<file path="src/common/prb_map.svh">
// constants for the management register bank: addresses, field positions, defaults
// assumes inclusion by bare name from the package and the bank module
`ifndef PRB_MAP_SVH
`define PRB_MAP_SVH

// base register numbers (page 0, except the page register, which decodes on every page)
`define PRB_REG_CTRL      5'h00
`define PRB_REG_STAT      5'h01
`define PRB_REG_IND_CTL   5'h0D
`define PRB_REG_IND_DAT   5'h0E
`define PRB_REG_EVT       5'h13
`define PRB_REG_CFG       5'h14
`define PRB_REG_AUX       5'h15
`define PRB_REG_PAGE      5'h16
`define PRB_PAGE_BASE     8'h00

// field positions
`define PRB_CTRL_SWRST    15
`define PRB_CTRL_MODE_HI  13
`define PRB_CTRL_MODE_LO  12
`define PRB_STAT_FAULT    4
`define PRB_STAT_LINK     2
`define PRB_AUX_ROS       0

// reset values
`define PRB_RWS_DEF       8'hA5
`define PRB_MODE_DEF      2'h0

// management opcodes as carried by the frame
`define PRB_OP_ADDR       2'h0
`define PRB_OP_WR         2'h1
`define PRB_OP_RD         2'h2
`define PRB_OP_RDI        2'h2
`define PRB_OP_C45_RD     2'h3

// indirect function codes in register 13
`define PRB_FN_ADDR       2'h0
`define PRB_FN_DATA       2'h1
`define PRB_FN_INC_RW     2'h2
`define PRB_FN_INC_WR     2'h3

// extended space that mirrors the paged base registers
`define PRB_EXT_DEV       5'h03
`define PRB_EXT_PREFIX    3'h4

// reference select strap codes
`define PRB_STRAP_25_XTAL 2'h3
`define PRB_STRAP_25_DIFF 2'h2
`define PRB_STRAP_125     2'h1
`define PRB_STRAP_156     2'h0

`endif

</file>
<file path="src/common/prb_pkg.sv">
// types shared by the management register bank
// assumes prb_map.svh on the include path
package prb_pkg;
    `include "prb_map.svh"

    typedef enum logic [1:0] {
        PRB_REF_25_XTAL,
        PRB_REF_25_DIFF,
        PRB_REF_125,
        PRB_REF_156
    } prb_ref_t;

    typedef enum logic [3:0] {
        SEL_NONE,
        SEL_CTRL,
        SEL_STAT,
        SEL_IND_CTL,
        SEL_IND_DAT,
        SEL_EVT,
        SEL_CFG,
        SEL_AUX,
        SEL_PAGE
    } prb_sel_t;
endpackage

</file>
<file path="src/logic/prb_bank.sv">
// management register bank of one transceiver port: paging, indirect and
// extended access, field access types, reference clock strap decode
// assumes a frame decoder on sys_clk that pulses acc_valid once per completed frame
`timescale 1ns/1ps
`include "prb_map.svh"
module prb_bank
    import prb_pkg::*;
(
    input  wire logic             sys_clk,
    input  wire logic             reset_n,
    input  wire logic [1:0]       clk_sel_pin,
    input  wire logic             acc_valid,
    input  wire logic             acc_ext,
    input  wire logic [1:0]       acc_op,
    input  wire logic [4:0]       acc_dev,
    input  wire logic [4:0]       acc_reg,
    input  wire logic [15:0]      acc_wdata,
    input  wire logic             link_in,
    input  wire logic             fault_in,
    input  wire logic [7:0]       event_in,
    output logic                  acc_ack,
    output logic [15:0]           rd_data_q,
    output prb_pkg::prb_ref_t     ref_freq_q,
    output logic [7:0]            page_q,
    output logic [1:0]            ign_q,
    output logic [1:0]            mode_eff_q,
    output logic [7:0]            rwr_q,
    output logic [7:0]            rws_q,
    output logic                  swrst_q,
    output logic                  wo_stb_q,
    output logic [7:0]            wo_data_q
);
    import prb_pkg::*;

    function automatic prb_sel_t reg_sel(input logic [7:0] pg, input logic [4:0] rg);
        prb_sel_t s;
        s = SEL_NONE;
        if (rg == `PRB_REG_PAGE) begin
            s = SEL_PAGE;
        end else if (pg == `PRB_PAGE_BASE) begin
            case (rg)
                `PRB_REG_CTRL:    s = SEL_CTRL;
                `PRB_REG_STAT:    s = SEL_STAT;
                `PRB_REG_IND_CTL: s = SEL_IND_CTL;
                `PRB_REG_IND_DAT: s = SEL_IND_DAT;
                `PRB_REG_EVT:     s = SEL_EVT;
                `PRB_REG_CFG:     s = SEL_CFG;
                `PRB_REG_AUX:     s = SEL_AUX;
                default:          s = SEL_NONE;
            endcase
        end
        return s;
    endfunction

    // returns {hit, page, reg}
    function automatic logic [13:0] map_ext(input logic [4:0] dv, input logic [15:0] ad);
        logic hit;
        hit = (dv == `PRB_EXT_DEV) && (ad[15:13] == `PRB_EXT_PREFIX);
        return {hit, ad[12:0]};
    endfunction

    logic [1:0]  s1_q, s2_q, s3_q, strap_q, strap_d;
    prb_ref_t    ref_d;
    logic        ack_d, swrst_d, ros_q, ros_d, lh_q, lh_d, ll_q, ll_d, wo_stb_d;
    logic [15:0] rd_d, c45_addr_q, c45_addr_d, ind_addr_q, ind_addr_d;
    logic [7:0]  page_d, rwr_d, rws_d, roc_q, roc_d, wo_data_d;
    logic [1:0]  ign_d, mode_new_q, mode_new_d, mode_eff_d, ind_fn_q, ind_fn_d;
    logic [4:0]  ind_dev_q, ind_dev_d;
    logic [13:0] m;
    logic [7:0]  t_page;
    logic [4:0]  t_reg;
    logic        t_rd, t_wr;
    prb_sel_t    sel;
    logic [15:0] rval;

    // strap: three stages, a change counts once stages two and three agree
    always_comb begin
        strap_d = (s2_q == s3_q) ? s3_q : strap_q;
        case (strap_q)
            `PRB_STRAP_25_XTAL: ref_d = PRB_REF_25_XTAL;
            `PRB_STRAP_25_DIFF: ref_d = PRB_REF_25_DIFF;
            `PRB_STRAP_125:     ref_d = PRB_REF_125;
            default:            ref_d = PRB_REF_156;
        endcase
    end

    always_ff @(posedge sys_clk or negedge reset_n) begin
        if (!reset_n) begin
            {s1_q, s2_q, s3_q, strap_q} <= 8'h00;
            ref_freq_q <= PRB_REF_156;
        end else begin
            {s1_q, s2_q, s3_q} <= {clk_sel_pin, s1_q, s2_q};
            strap_q    <= strap_d;
            ref_freq_q <= ref_d;
        end
    end

    always_comb begin
        ack_d = acc_valid;
        wo_stb_d = 1'b0;
        {rd_d, page_d, ign_d, swrst_d} = {rd_data_q, page_q, ign_q, swrst_q};
        {mode_new_d, mode_eff_d, rwr_d, rws_d} = {mode_new_q, mode_eff_q, rwr_q, rws_q};
        {ros_d, wo_data_d} = {ros_q, wo_data_q};
        {c45_addr_d, ind_addr_d} = {c45_addr_q, ind_addr_q};
        {ind_fn_d, ind_dev_d} = {ind_fn_q, ind_dev_q};
        // status capture runs every cycle; a set beats a clear by read
        lh_d = lh_q | fault_in;
        ll_d = ll_q & link_in;
        roc_d = roc_q | event_in;
        m = 14'h0000;
        t_page = page_q;
        t_reg = acc_reg;
        {t_rd, t_wr} = 2'b00;
        if (acc_valid && !acc_ext) begin
            t_rd = (acc_op == `PRB_OP_RD);
            t_wr = (acc_op == `PRB_OP_WR);
            // data port of the indirect pair redirects into extended space
            if (reg_sel(page_q, acc_reg) == SEL_IND_DAT && ind_fn_q != `PRB_FN_ADDR) begin
                m = map_ext(ind_dev_q, ind_addr_q);
                t_page = m[12:5];
                t_reg = m[4:0];
                if (!m[13]) begin
                    t_rd = 1'b0;
                    t_wr = 1'b0;
                end
                if (ind_fn_q == `PRB_FN_INC_RW || (ind_fn_q == `PRB_FN_INC_WR && t_wr)) begin
                    ind_addr_d = ind_addr_q + 16'h0001;
                end
            end
        end else if (acc_valid) begin
            if (acc_op == `PRB_OP_ADDR) begin
                c45_addr_d = acc_wdata;
            end else begin
                m = map_ext(acc_dev, c45_addr_q);
                t_page = m[12:5];
                t_reg = m[4:0];
                t_wr = m[13] && (acc_op == `PRB_OP_WR);
                t_rd = m[13] && (acc_op != `PRB_OP_WR);
                if (acc_op == `PRB_OP_RDI) begin
                    c45_addr_d = c45_addr_q + 16'h0001;
                end
            end
        end
        sel = reg_sel(t_page, t_reg);
        // indirect pair must not reach itself through the mirror
        if (m[13] && (sel == SEL_IND_CTL || sel == SEL_IND_DAT)) begin
            sel = SEL_NONE;
        end
        // unlisted bit positions read zero
        case (sel)
            SEL_CTRL:    rval = {swrst_q, 1'b0, mode_new_q, 12'h000};
            SEL_STAT:    rval = {6'h00, strap_q, 3'h0, lh_q, 1'b0, ll_q, 2'h0};
            SEL_IND_CTL: rval = {ind_fn_q, 9'h000, ind_dev_q};
            SEL_IND_DAT: rval = ind_addr_q;
            SEL_EVT:     rval = {8'h00, roc_q};
            SEL_CFG:     rval = {rws_q, rwr_q};
            SEL_AUX:     rval = {15'h0000, ros_q}; // write-only byte reads zero
            SEL_PAGE:    rval = {ign_q, 6'h00, page_q};
            default:     rval = 16'h0000;
        endcase
        if (t_rd) begin
            // data is taken from the old value; side effects land on the same edge
            rd_d = rval;
            case (sel)
                SEL_STAT: begin
                    lh_d = fault_in;
                    ll_d = link_in;
                end
                SEL_EVT:  roc_d = event_in;
                SEL_AUX:  ros_d = 1'b1;
                default:  ;
            endcase
        end
        if (t_wr) begin
            case (sel)
                SEL_CTRL: begin
                    swrst_d = acc_wdata[`PRB_CTRL_SWRST];
                    mode_new_d = acc_wdata[`PRB_CTRL_MODE_HI:`PRB_CTRL_MODE_LO];
                end
                SEL_IND_CTL: begin
                    ind_fn_d = acc_wdata[15:14];
                    ind_dev_d = acc_wdata[4:0];
                end
                SEL_IND_DAT: ind_addr_d = acc_wdata;
                SEL_CFG: begin
                    rwr_d = acc_wdata[7:0];
                    rws_d = acc_wdata[15:8];
                end
                SEL_AUX: begin
                    wo_stb_d = 1'b1;
                    wo_data_d = acc_wdata[15:8];
                end
                SEL_PAGE: begin
                    page_d = acc_wdata[7:0];
                    ign_d = acc_wdata[15:14];
                end
                default: ;
            endcase
        end
        // soft reset lasts one cycle; page and ignore bits are kept
        if (swrst_q) begin
            swrst_d = 1'b0;
            mode_eff_d = mode_new_q;
            rwr_d = 8'h00;
            rws_d = `PRB_RWS_DEF;
            ros_d = 1'b0;
        end
    end

    always_ff @(posedge sys_clk or negedge reset_n) begin
        if (!reset_n) begin
            {acc_ack, swrst_q, ros_q, lh_q, ll_q, wo_stb_q} <= 6'h00;
            {rd_data_q, c45_addr_q, ind_addr_q} <= 48'h0000_0000_0000;
            {page_q, rwr_q, roc_q, wo_data_q} <= 32'h0000_0000;
            {ign_q, ind_fn_q, ind_dev_q} <= 9'h000;
            mode_new_q <= `PRB_MODE_DEF;
            mode_eff_q <= `PRB_MODE_DEF;
            rws_q      <= `PRB_RWS_DEF;
        end else begin
            acc_ack    <= ack_d;
            rd_data_q  <= rd_d;
            page_q     <= page_d;
            ign_q      <= ign_d;
            swrst_q    <= swrst_d;
            mode_new_q <= mode_new_d;
            mode_eff_q <= mode_eff_d;
            rwr_q      <= rwr_d;
            rws_q      <= rws_d;
            ros_q      <= ros_d;
            lh_q       <= lh_d;
            ll_q       <= ll_d;
            roc_q      <= roc_d;
            wo_stb_q   <= wo_stb_d;
            wo_data_q  <= wo_data_d;
            c45_addr_q <= c45_addr_d;
            ind_addr_q <= ind_addr_d;
            ind_fn_q   <= ind_fn_d;
            ind_dev_q  <= ind_dev_d;
        end
    end
endmodule // prb_bank

</file>
<file path="config.mk">
export PLATFORM = sky130hd
export DESIGN_NAME = prb_bank
export DESIGN_NICKNAME = d
export VERILOG_FILES = /design/src/common/prb_pkg.sv /design/src/logic/prb_bank.sv
export VERILOG_INCLUDE_DIRS = /design/src /design/src/common
export SDC_FILE = /design/constraint.sdc
export NUM_CORES = 1
export LEC_CHECK = 0
export BUFFER_PORTS_ARGS = -buffer_cell sky130_fd_sc_hd__buf_2
export CORE_AREA = 5 5 130 132
export CTS_CLUSTER_DIAMETER = 200
export DETAILED_ROUTE_END_ITERATION = 8
export DIE_AREA = 0 0 135 137
export PLACE_DENSITY_LB_ADDON = 0.05
export SETUP_SLACK_MARGIN = 0.5
export SYNTH_ARGS = -nofsm -noshare
export SYNTH_HDL_FRONTEND = slang
export SYNTH_SLANG_ARGS = --single-unit
</file>
<file path="constraint.sdc">
create_clock -name sys_clk -period 4.45 [get_ports sys_clk]
set_clock_uncertainty 0.2 [all_clocks]
set_input_delay 0.445 -clock sys_clk [delete_from_list [all_inputs] [get_ports sys_clk]]
set_output_delay 0.445 -clock sys_clk [all_outputs]
set_load 0.05 [all_outputs]
</file>
==> results_dict.tcl, run 1 <==
set metrics [dict create \
    seq_area_frac_synth_pct 48.0 \
    cp_max_fo 16 \
    final_cell_area_sq_mm 0.00767 \
    grt_util_all_layers_pct 21.4 \
    drt-initial-drc-count 361 \
    grt_first_pass_wirelength_um 30400 \
    vias 5411 \
    final_nets 791 \
    port_buffers 100 \
    die-area_sq_mm 0.0185 \
    start_kind "input port" \
    rows 46 \
    post_cts_buffers 0 \
    start_util_pct 39.2 \
    post_drt_wl_per_cell_um 19.8 \
    worst_pin_slew_ps 1160 \
    antenna_cells 0 \
    clock_latency_ps 420 \
    ios 101 \
    worstPathRequired_ps 4530 \
    synth_edf_count 0 \
    ys_types 69 \
    ir_worst_vdd_uv 268 \
    cts_buffers 17 \
    crit_path_end_kind "register" \
    wl_um 19300 \
    crit_chain "dlygate4sd3_1 -> buf_2 -> nor2b_2 -> o2111ai_2 -> buf_4 -> o31a_1 -> or4_4 -> a41oi_4 -> a32oi_1 -> and2_1 -> buf_12 -> a221oi_1 -> a22oi_1" \
    die_h_um 137 \
    min_period_over_period_pct 85.2 \
    cts.path.max_buffers 2 \
    drv_cap 0 \
    setup_slack_ps 661 \
    powerDensity_mw_per_mm2 446 \
    place.gp.congestion 0.839 \
    worstPathArrival_ps 3870 \
    cp_slowest_stage_delay_ps 580 \
    yosysTopAreaCell "dfrtp_1" \
    coreArea_sq_mm 0.0156 \
    yosys_warnings 0 \
    outcome "complete, no violations" \
    p_leak_nw 3.51 \
    wl_met2_um 9350 \
    drive_gt1_share_pct 26.6 \
    syn-num-nets 672 \
    rsz0062_at_grt "false" \
    postPlaceCellArea_sq_mm 0.00690 \
    netlist_instances 626 \
    cts.sinks 117 \
    tritoncts "yes" \
    finalCriticalPeriod_ps 3790 \
    grt_pass1_vias 5329 \
    min_path_type "input port to register" \
    h-tree-depth 4 \
    ys.flop_type "dfrtp_1" \
    syn_area_per_cell_sq_um 9.77 \
    grt_max_degree 67 \
    critPathKind "input port to register" \
    ant_nets 0 \
    grt_overflow 0 \
    met1_length_um 8500 \
    die_x_um 135 \
    cts.clk_slew.worst_paths_ps 60 \
    crit_end "rd_data_q[5]" \
    cts_root_buf "clkbuf_16" \
    fmax_ghz 0.264 \
    area_growth_pct 25.5 \
    synth_top_cell_area_share_pct 45.4 \
    reg2reg_from "page_q[4]" \
    setup_tns_ps 0 \
    topRoutingLayerUsed "met4" \
    final_cell_mix "dfrtp_1 (111), nand2_1 (99), buf_2 (99)" \
    hold_viol 0 \
    ys_seq_elements 117 \
    crit_slowest_cell "or4_4" \
    drc_errors 0 \
    setup_viol 0 \
    report.final.slew_viol_count 0 \
    cp-startpoint "acc_valid" \
    dp_hpwl_um 14200 \
    synthArstFlopShare_pct 100 \
    vias_per_cell 5.56 \
    antenna_found_initial 0 \
    r2r_cells 12 \
    drtPass1Iterations 5 \
    syn_area_sq_mm 0.00611 \
    met3_length_um 1010 \
    r2r_end "rd_data_q[5]" \
    dpl_worst_slack_ps 648 \
    r2r_setup_slack_ps 710 \
    max-slew-margin-rel_pct 22.9 \
    synth.area.top_cells "dfrtp_1 (45%), nand2_1 (6.1%), a21oi_1 (4.7%), mux2_1 (2.9%), mux2_2 (2.8%)" \
    mostFrequentLayoutCell "dfrtp_1" \
]
## final cells by class
class / instances / area (sq um)
Fill cell: 1488 / 7920
Multi-Input combinational cell: 470 / 3030
Sequential cell: 117 / 2940
Timing Repair Buffer: 130 / 768
Clock buffer: 20 / 457
Tap cell: 216 / 270
Clock inverter: 12 / 176
Inverter: 9 / 33.8
## power breakdown
part	leakage, nW	switching (mW)	internal (mW)
logic	1.69	0.381	0.222
clock network	0.306	0.496	0.966
registers	1.50	0.168	1.19
## logic make-up after synthesis
kind of cell,count (synthesis),synth area share [%]
adder cells (fa/ha/maj),2,0.409
AND/OR/NAND/NOR,240,19.5
multiplexers,43,7.92
AO/OA/AOI/OAI,167,18.6
XOR/XNOR,18,2.58
flip-flops,117,48.0
buffers and inverters,39,2.99
## cell usage after synthesis, types with 5 or more instances
| library cell | number |
|---|---|
| nor2_1 | 37 |
| xor2_1 | 9 |
| a22oi_1 | 17 |
| a221oi_1 | 5 |
| a31oi_1 | 10 |
| o21ai_0 | 12 |
| dfrtp_1 | 111 |
| nand3_1 | 22 |
| mux2_1 | 16 |
| nand2_1 | 99 |
| dfstp_2 | 6 |
| nor3_1 | 12 |
| and2_1 | 10 |
| o22ai_1 | 12 |
| clkbuf_1 | 16 |
| and3_1 | 9 |
| o21ai_1 | 5 |
| and4_1 | 6 |
| nor4_1 | 8 |
| inv_1 | 9 |
| nand4_1 | 6 |
| a21o_1 | 10 |
| nand2_2 | 5 |
| xnor2_1 | 9 |
| buf_2 | 8 |
| mux2_2 | 15 |
| a21oi_1 | 57 |
| mux2i_1 | 9 |
## worst max-delay path: cells and delay by family
kind,cells,cell delay (ps)
AO/OA/AOI/OAI,6,1340
buffers and inverters,4,1060
AND/OR/NAND/NOR,3,1020
## how the worst min path moves through the flow
| stage | from | cells past startpoint | end |
|---|---|---|---|
| 2_1_floorplan | reset_n | 0 | acc_ack |
| 6_report | event_in[0] | 2 | roc_q[0] |
| 3_3_place_gp | s1_q[0] | 0 | s2_q[0] |
| 5_1_grt | event_in[0] | 2 | roc_q[0] |
| 3_5_place_dp | s1_q[1] | 0 | s2_q[1] |
| 4_1_cts | event_in[0] | 2 | roc_q[0] |
## layer usage
| layer | up-vias | track usage, % |
|---|---|---|
| li1 | 2535 | - |
| met1 | 2648 | 28.8 |
| met2 | 199 | 35.0 |
| met3 | 29 | 3.75 |
| met4 | 0 | 7.61 |
| met5 | - | 0 |
## sequential cells by signal, summed over array words and instances (netlist names), 5 cells and up
signal	cells
rwr_q	8
rws_q	8
page_q	8
roc_q	8
rd_data_q	16
wo_data_q	8
ind_addr_q	16
c45_addr_q	16
ind_dev_q	5
## metrics by stage
step	power, mW	utilization (%)	hold slack (ps)	instances
finish	3.42	49.2	25.6	974
global route	3.57	49.2	19.0	974
CTS	3.44	49.0	3.42	974
detailed placement	1.96	44.2	137	931
global placement	1.96	44.2	133	931
floorplan	1.72	-	-50.6	626
## timing repair
| action | CTS | global route |
|---|---|---|
| endpoints found under the setup margin | 0 | 46 |
| endpoints found under the hold margin | 70 | 0 |
| resized for setup | 0 | 7 |
| hold buffers | 11 | 0 |
Note: power is estimated with default switching activity, not from simulation.
==> run 2: changes to the inputs <==
CTS_CLUSTER_DIAMETER = 150   (was 200)
clock period = 3.5 ns   (was 4.45 ns; I/O delays follow)
==> run 2 against run 1 <==
Compared with the run above: die area did not move; final cell count is 7.1% higher; register-to-register slack worse by 480 ps; core utilization up 7.7 points; wire length increased by 15%; critical endpoint is now rd_data_q[1]; highest routed layer unchanged; sequential power rose by 26%.
==> results_dict.tcl, run 2 (synthesis results as in run 1) <==
set metrics [dict create \
    p_leak_nw 3.99 \
    area_growth_pct 45.1 \
    top_regs "c45_addr_q: 16 flops, ind_addr_q: 16 flops, rd_data_q: 16 flops" \
    vias 5783 \
    clock_latency_ps 420 \
    critPathKind "register to register" \
    die-area_sq_mm 0.0185 \
    cts.sinks 117 \
    die_h_um 137 \
    grt_first_pass_wirelength_um 32800 \
    dpl_worst_slack_ps 148 \
    drt-initial-drc-count 417 \
    wl_um 22300 \
    dp_cells 967 \
    start_kind "register" \
    cp_max_fo 5 \
    max-slew-margin-rel_pct 36.9 \
    drc_errors 0 \
    hold_slack_ps 51.6 \
    setup_slack_ps 226 \
    cts.path.max_buffers 2 \
    grt_pass1_vias 5606 \
    drv_cap 0 \
    port_buffers 100 \
    p_total_mw 4.61 \
    crit_path_end_kind "register" \
    final_cells 1043 \
    fmax_ghz 0.305 \
    r2r_setup_slack_ps 230 \
    hold_path_end "rws_q[0]" \
    r2r_end "rd_data_q[1]" \
    postPlaceCellArea_sq_mm 0.00740 \
    grt_util_all_layers_pct 23.4 \
    grt_max_degree 41 \
    r2r_cells 12 \
    powerDensity_mw_per_mm2 519 \
    min-delay-start "acc_wdata[8]" \
    drive_gt1_share_pct 41.8 \
    finalCriticalPeriod_ps 3270 \
    place.gp.congestion 0.863 \
    min_path_type "input port to register" \
    min_period_over_period_pct 93.5 \
    multiInputGateArea_sq_mm 0.00350 \
    cts_root_buf "clkbuf_16" \
    ios 101 \
    tritoncts "yes" \
    dp_hpwl_um 15500 \
    cts.clk_slew.worst_paths_ps 60 \
    drtPass1Iterations 5 \
    vias_per_cell 5.54 \
    ir_worst_vdd_uv 350 \
    register_area_sq_mm 0.00295 \
    final_nets 860 \
    reg2reg_from "page_q[5]" \
    rows 46 \
    antenna_found_initial 0 \
    ant_nets 0 \
    setup_tns_ps 0 \
    mostFrequentLayoutCell "dfrtp_1" \
    worstPathRequired_ps 3590 \
    h-tree-depth 4 \
    utilization_pct 56.9 \
    worstPathArrival_ps 3360 \
    setup_viol 0 \
    final_cell_mix "dfrtp_1 (103), buf_2 (100), nand2_1 (93)" \
    post_drt_wl_per_cell_um 21.3 \
    fillers 1392 \
    final_cell_area_sq_mm 0.00887 \
    coreArea_sq_mm 0.0156 \
    outcome "complete, no violations" \
    antenna_cells 0 \
    start_util_pct 39.2 \
    worst_pin_slew_ps 946 \
    hold_viol 0 \
    die_x_um 135 \
    rsz0062_at_grt "true" \
    grt_overflow 0 \
    worstHoldPathCells 3 \
    cts_buffers 17 \
    report.final.slew_viol_count 0 \
]
-- run 2: cell types whose count changed in the layout (fill, tap and decap cells not counted), sizes merged --
cell / change
clkbuf: +8
dlygate4sd3: +3
clkinvlp: -1
clkinv: -3
buf: +62
-- run 2: layout make-up --
| class | count | area share [%] |
|---|---|---|
| Multi-Input combinational cell | 470 | 39.4 |
| Sequential cell | 117 | 33.2 |
| Timing Repair Buffer | 199 | 16.9 |
| Clock buffer | 24 | 5.43 |
| Tap cell | 216 | 3.05 |
| Clock inverter | 8 | 1.65 |
| Inverter | 9 | 0.381 |
-- run 2: worst max-delay path by stage --
stage                    from             to  slack [ps]  cells after the start
6_report            page_q[5]   rd_data_q[1]         230                     12
2_1_floorplan       page_q[3]  mode_new_q[0]         290                      9
3_3_place_gp        acc_valid   wo_data_q[0]         130                     10
3_5_place_dp          acc_ext   rd_data_q[2]         150                     13
5_1_grt        c45_addr_q[13]  ind_addr_q[1]         100                     12
4_1_cts        c45_addr_q[13]   rd_data_q[2]         320                     11
-- run 2: where the power goes --
group          switching [mW]  internal, mW  total [mW]
logic                   0.606         0.433        1.04
registers               0.188          1.51        1.70
clock network           0.620          1.25        1.87
total                    1.41          3.19        4.61
-- run 2: per-layer routing --
| layer | track usage [%] | up-vias | routed length (um) |
|---|---|---|---|
| met2 | 38.0 | 198 | 10700 |
| met4 | 5.99 | 0 | 334 |
| li1 | - | 2680 | - |
| met1 | 32.2 | 2881 | 9810 |
| met3 | 4.89 | 24 | 1380 |
| met5 | 0 | - | 0 |
-- run 2: what timing repair did --
item,4_1_cts,5_1_grt
cloned,0,6
pin swaps,10,18
setup buffers,12,12
setup endpoints to repair,87,87
hold buffers,14,0
hold endpoints to repair,47,0
gates resized for setup,26,71
-- run 2: critical path: stages (launching register included) --
cell     delay, ps
dfrtp_2        420
nor4_4         410
nand2_4        130
o31a_1         310
or4_4          540
buf_4          160
buf_6          100
and3_4         140
and4_4         190
buf_8          140
buf_4          140
a21oi_1        150
a32oi_1        110
==> run 3: changes to the inputs <==
==> constraint.sdc (replaced) <==
create_clock -name sys_clk -period 3.5 [get_ports sys_clk]
set_clock_uncertainty 0.2 [all_clocks]
set_input_delay 0.525 -clock sys_clk [delete_from_list [all_inputs] [get_ports sys_clk]]
set_output_delay 0.525 -clock sys_clk [all_outputs]
set_load 0.05 [all_outputs]
==> run 3 against run 2 <==
Compared with the run above: wire length is 2.6% lower; critical endpoint is now ind_addr_q[15]; combinational power is 6% lower; largest power group unchanged; largest cell class unchanged; count of clock-buffer cells in the layout shrank 4; maximum frequency increased by 1.9%; setup slack improved by 60 ps; total power shrank 2.2%.
==> results_dict.tcl, run 3 (synthesis results as in run 1) <==
set metrics [dict create \
    crit_slowest_cell "or4_4" \
    start_kind "register" \
    p_leak_nw 3.99 \
    final_nets 848 \
    worstHoldPathCells 2 \
    antenna_found_initial 0 \
    cts_buffers 17 \
    wl_um 21700 \
    p_total_mw 4.51 \
    drv_cap 0 \
    clock_latency_ps 420 \
    cts_root_buf "clkbuf_16" \
    grt_max_degree 83 \
    mostFrequentLayoutCell "dfrtp_1" \
    dp_cells 972 \
    report.final.slew_viol_count 0 \
    r2r_end "ind_addr_q[15]" \
    cts.sinks 117 \
    reg2reg_from "c45_addr_q[13]" \
    grt_util_met3_pct 4.38 \
    die_h_um 137 \
    register_area_sq_mm 0.00294 \
    final_cell_mix "dfrtp_1 (104), buf_2 (99), nand2_1 (71)" \
    r2r_setup_slack_ps 290 \
    grtUsageMet1_pct 32.9 \
    die-area_sq_mm 0.0185 \
    worst-path-stages 11 \
    min_period_over_period_pct 91.8 \
    top_regs "c45_addr_q: 16 flops, ind_addr_q: 16 flops, rd_data_q: 16 flops" \
    use_met2_pct 37.5 \
    worstPathRequired_ps 3610 \
    cp_slowest_stage_delay_ps 540 \
    hold_viol 0 \
    fmax_ghz 0.311 \
    grt_first_pass_wirelength_um 33600 \
    worstPathArrival_ps 3320 \
    dp_hpwl_um 15000 \
    ant_nets 0 \
    worst_pin_slew_ps 830 \
    die_x_um 135 \
    coreArea_sq_mm 0.0156 \
    rows 46 \
    ir_worst_vdd_uv 344 \
    antenna_cells 0 \
    min_path_type "input port to register" \
    power.internal_mw 3.06 \
    cp_max_fo 6 \
    setup_viol 0 \
    grt_pass1_vias 5906 \
    powerDensity_mw_per_mm2 509 \
    area_growth_pct 44.8 \
    h-tree-depth 4 \
    drive_gt1_share_pct 46.1 \
    grt_util_all_layers_pct 23.7 \
    finalCriticalPeriod_ps 3210 \
    top_usage_layer "met2" \
    multiInputGateArea_sq_mm 0.00359 \
    cts.clk_slew.worst_paths_ps 60 \
    post_drt_wl_per_cell_um 21.1 \
    grt_overflow 0 \
    r2r_cells 11 \
    switching_share_pct 32.0 \
    hold_slack_ps 86.8 \
    final_cell_area_sq_mm 0.00885 \
    crit_chain "or4b_4 -> or4_4 -> o31a_1 -> nor3_2 -> o21ai_1 -> a32oi_2 -> buf_4 -> nand3_4 -> clkbuf_16 -> nor2_4 -> a21oi_2" \
    drc_errors 0 \
    tritoncts "yes" \
    start_util_pct 39.2 \
    p_comb_share_pct 21.8 \
    setup_tns_ps 0 \
    path_buf_inv 2 \
    drtPass1Iterations 5 \
    cp_top_family "simple AND/OR/NAND/NOR gates" \
    place.gp.congestion 0.917 \
    p_clk_share_pct 40.2 \
    cts.path.max_buffers 2 \
    vias 5831 \
    port_buffers 100 \
    fillers 1377 \
    final_cells 1030 \
    power_switching_mw 1.44 \
    crit_path_end_kind "register" \
    drt-initial-drc-count 378 \
    postPlaceCellArea_sq_mm 0.00744 \
    rsz0062_at_grt "true" \
    critPathKind "register to register" \
    outcome "complete, no violations" \
    min-delay-start "event_in[4]" \
    hold_path_end "roc_q[4]" \
    vias_per_cell 5.66 \
    max-slew-margin-rel_pct 44.5 \
    ios 101 \
    p_seq_share_pct 38.0 \
]
## run 3: cell count changes in the layout (fill, tap and decap cells not counted), sizes merged
cell | previous run | this run
clkinvlp | 1 | 3
clkinv | 2 | 3
dlygate4sd3 | 14 | 3
bufinv | 4 | 3
clkbuf | 28 | 23
inv | 10 | 11
## run 3: worst max-delay path by stage
| stage | from | end | slack (ps) |
|---|---|---|---|
| 6_report | c45_addr_q[13] | ind_addr_q[15] | 290 |
| 5_1_grt | page_q[4] | roc_q[2] | 210 |
| 4_1_cts | page_q[5] | ind_dev_q[2] | 320 |
| 3_5_place_dp | acc_reg[4] | ind_dev_q[2] | -50 |
| 3_3_place_gp | acc_ext | ind_fn_q[1] | 30 |
| 2_1_floorplan | acc_op[1] | rd_data_q[15] | 250 |
## run 3: final cells by class
| type | instances | share of cell area, % |
|---|---|---|
| clock inverters | 11 | 1.68 |
| repair buffers | 187 | 15.9 |
| clock buffers | 20 | 5.16 |
| multi-input cells | 470 | 40.6 |
| inverters | 9 | 0.382 |
| well taps | 216 | 3.05 |
| flip-flops and latches | 117 | 33.3 |
## run 3: routing by layer
metal  share of wire (%)  wire length (um)
met5                   0                 0
met3                 5.3              1160
met2                  47             10300
met1                  45              9700
met4                 2.7               581
## run 3: stage by stage
stage	setup slack [ps]	util, %
after floorplan	248	-
after global placement	26.4	47.7
after detailed placement	-52.3	47.7
after CTS	319	53.4
after global routing	209	56.8
final	285	56.8
## run 3: power by group through the flow
stage                     Combinational, mW  Sequential (mW)  Clock (mW)
after global placement                0.846             1.72           0
after CTS                             0.913             1.70        1.84
final                                 0.980             1.71        1.81
after floorplan                       0.431             1.79           0
after global routing                   1.05             1.74        1.90
after detailed placement              0.860             1.72           0
## run 3: timing repair
item / CTS / global route
setup buffers: 12 / 7
pin swaps: 14 / 33
hold endpoints to repair: 37 / 0
gates resized for setup: 36 / 101
endpoints found under the setup margin: 86 / 87
gates cloned: 1 / 4
hold buffers: 3 / 0
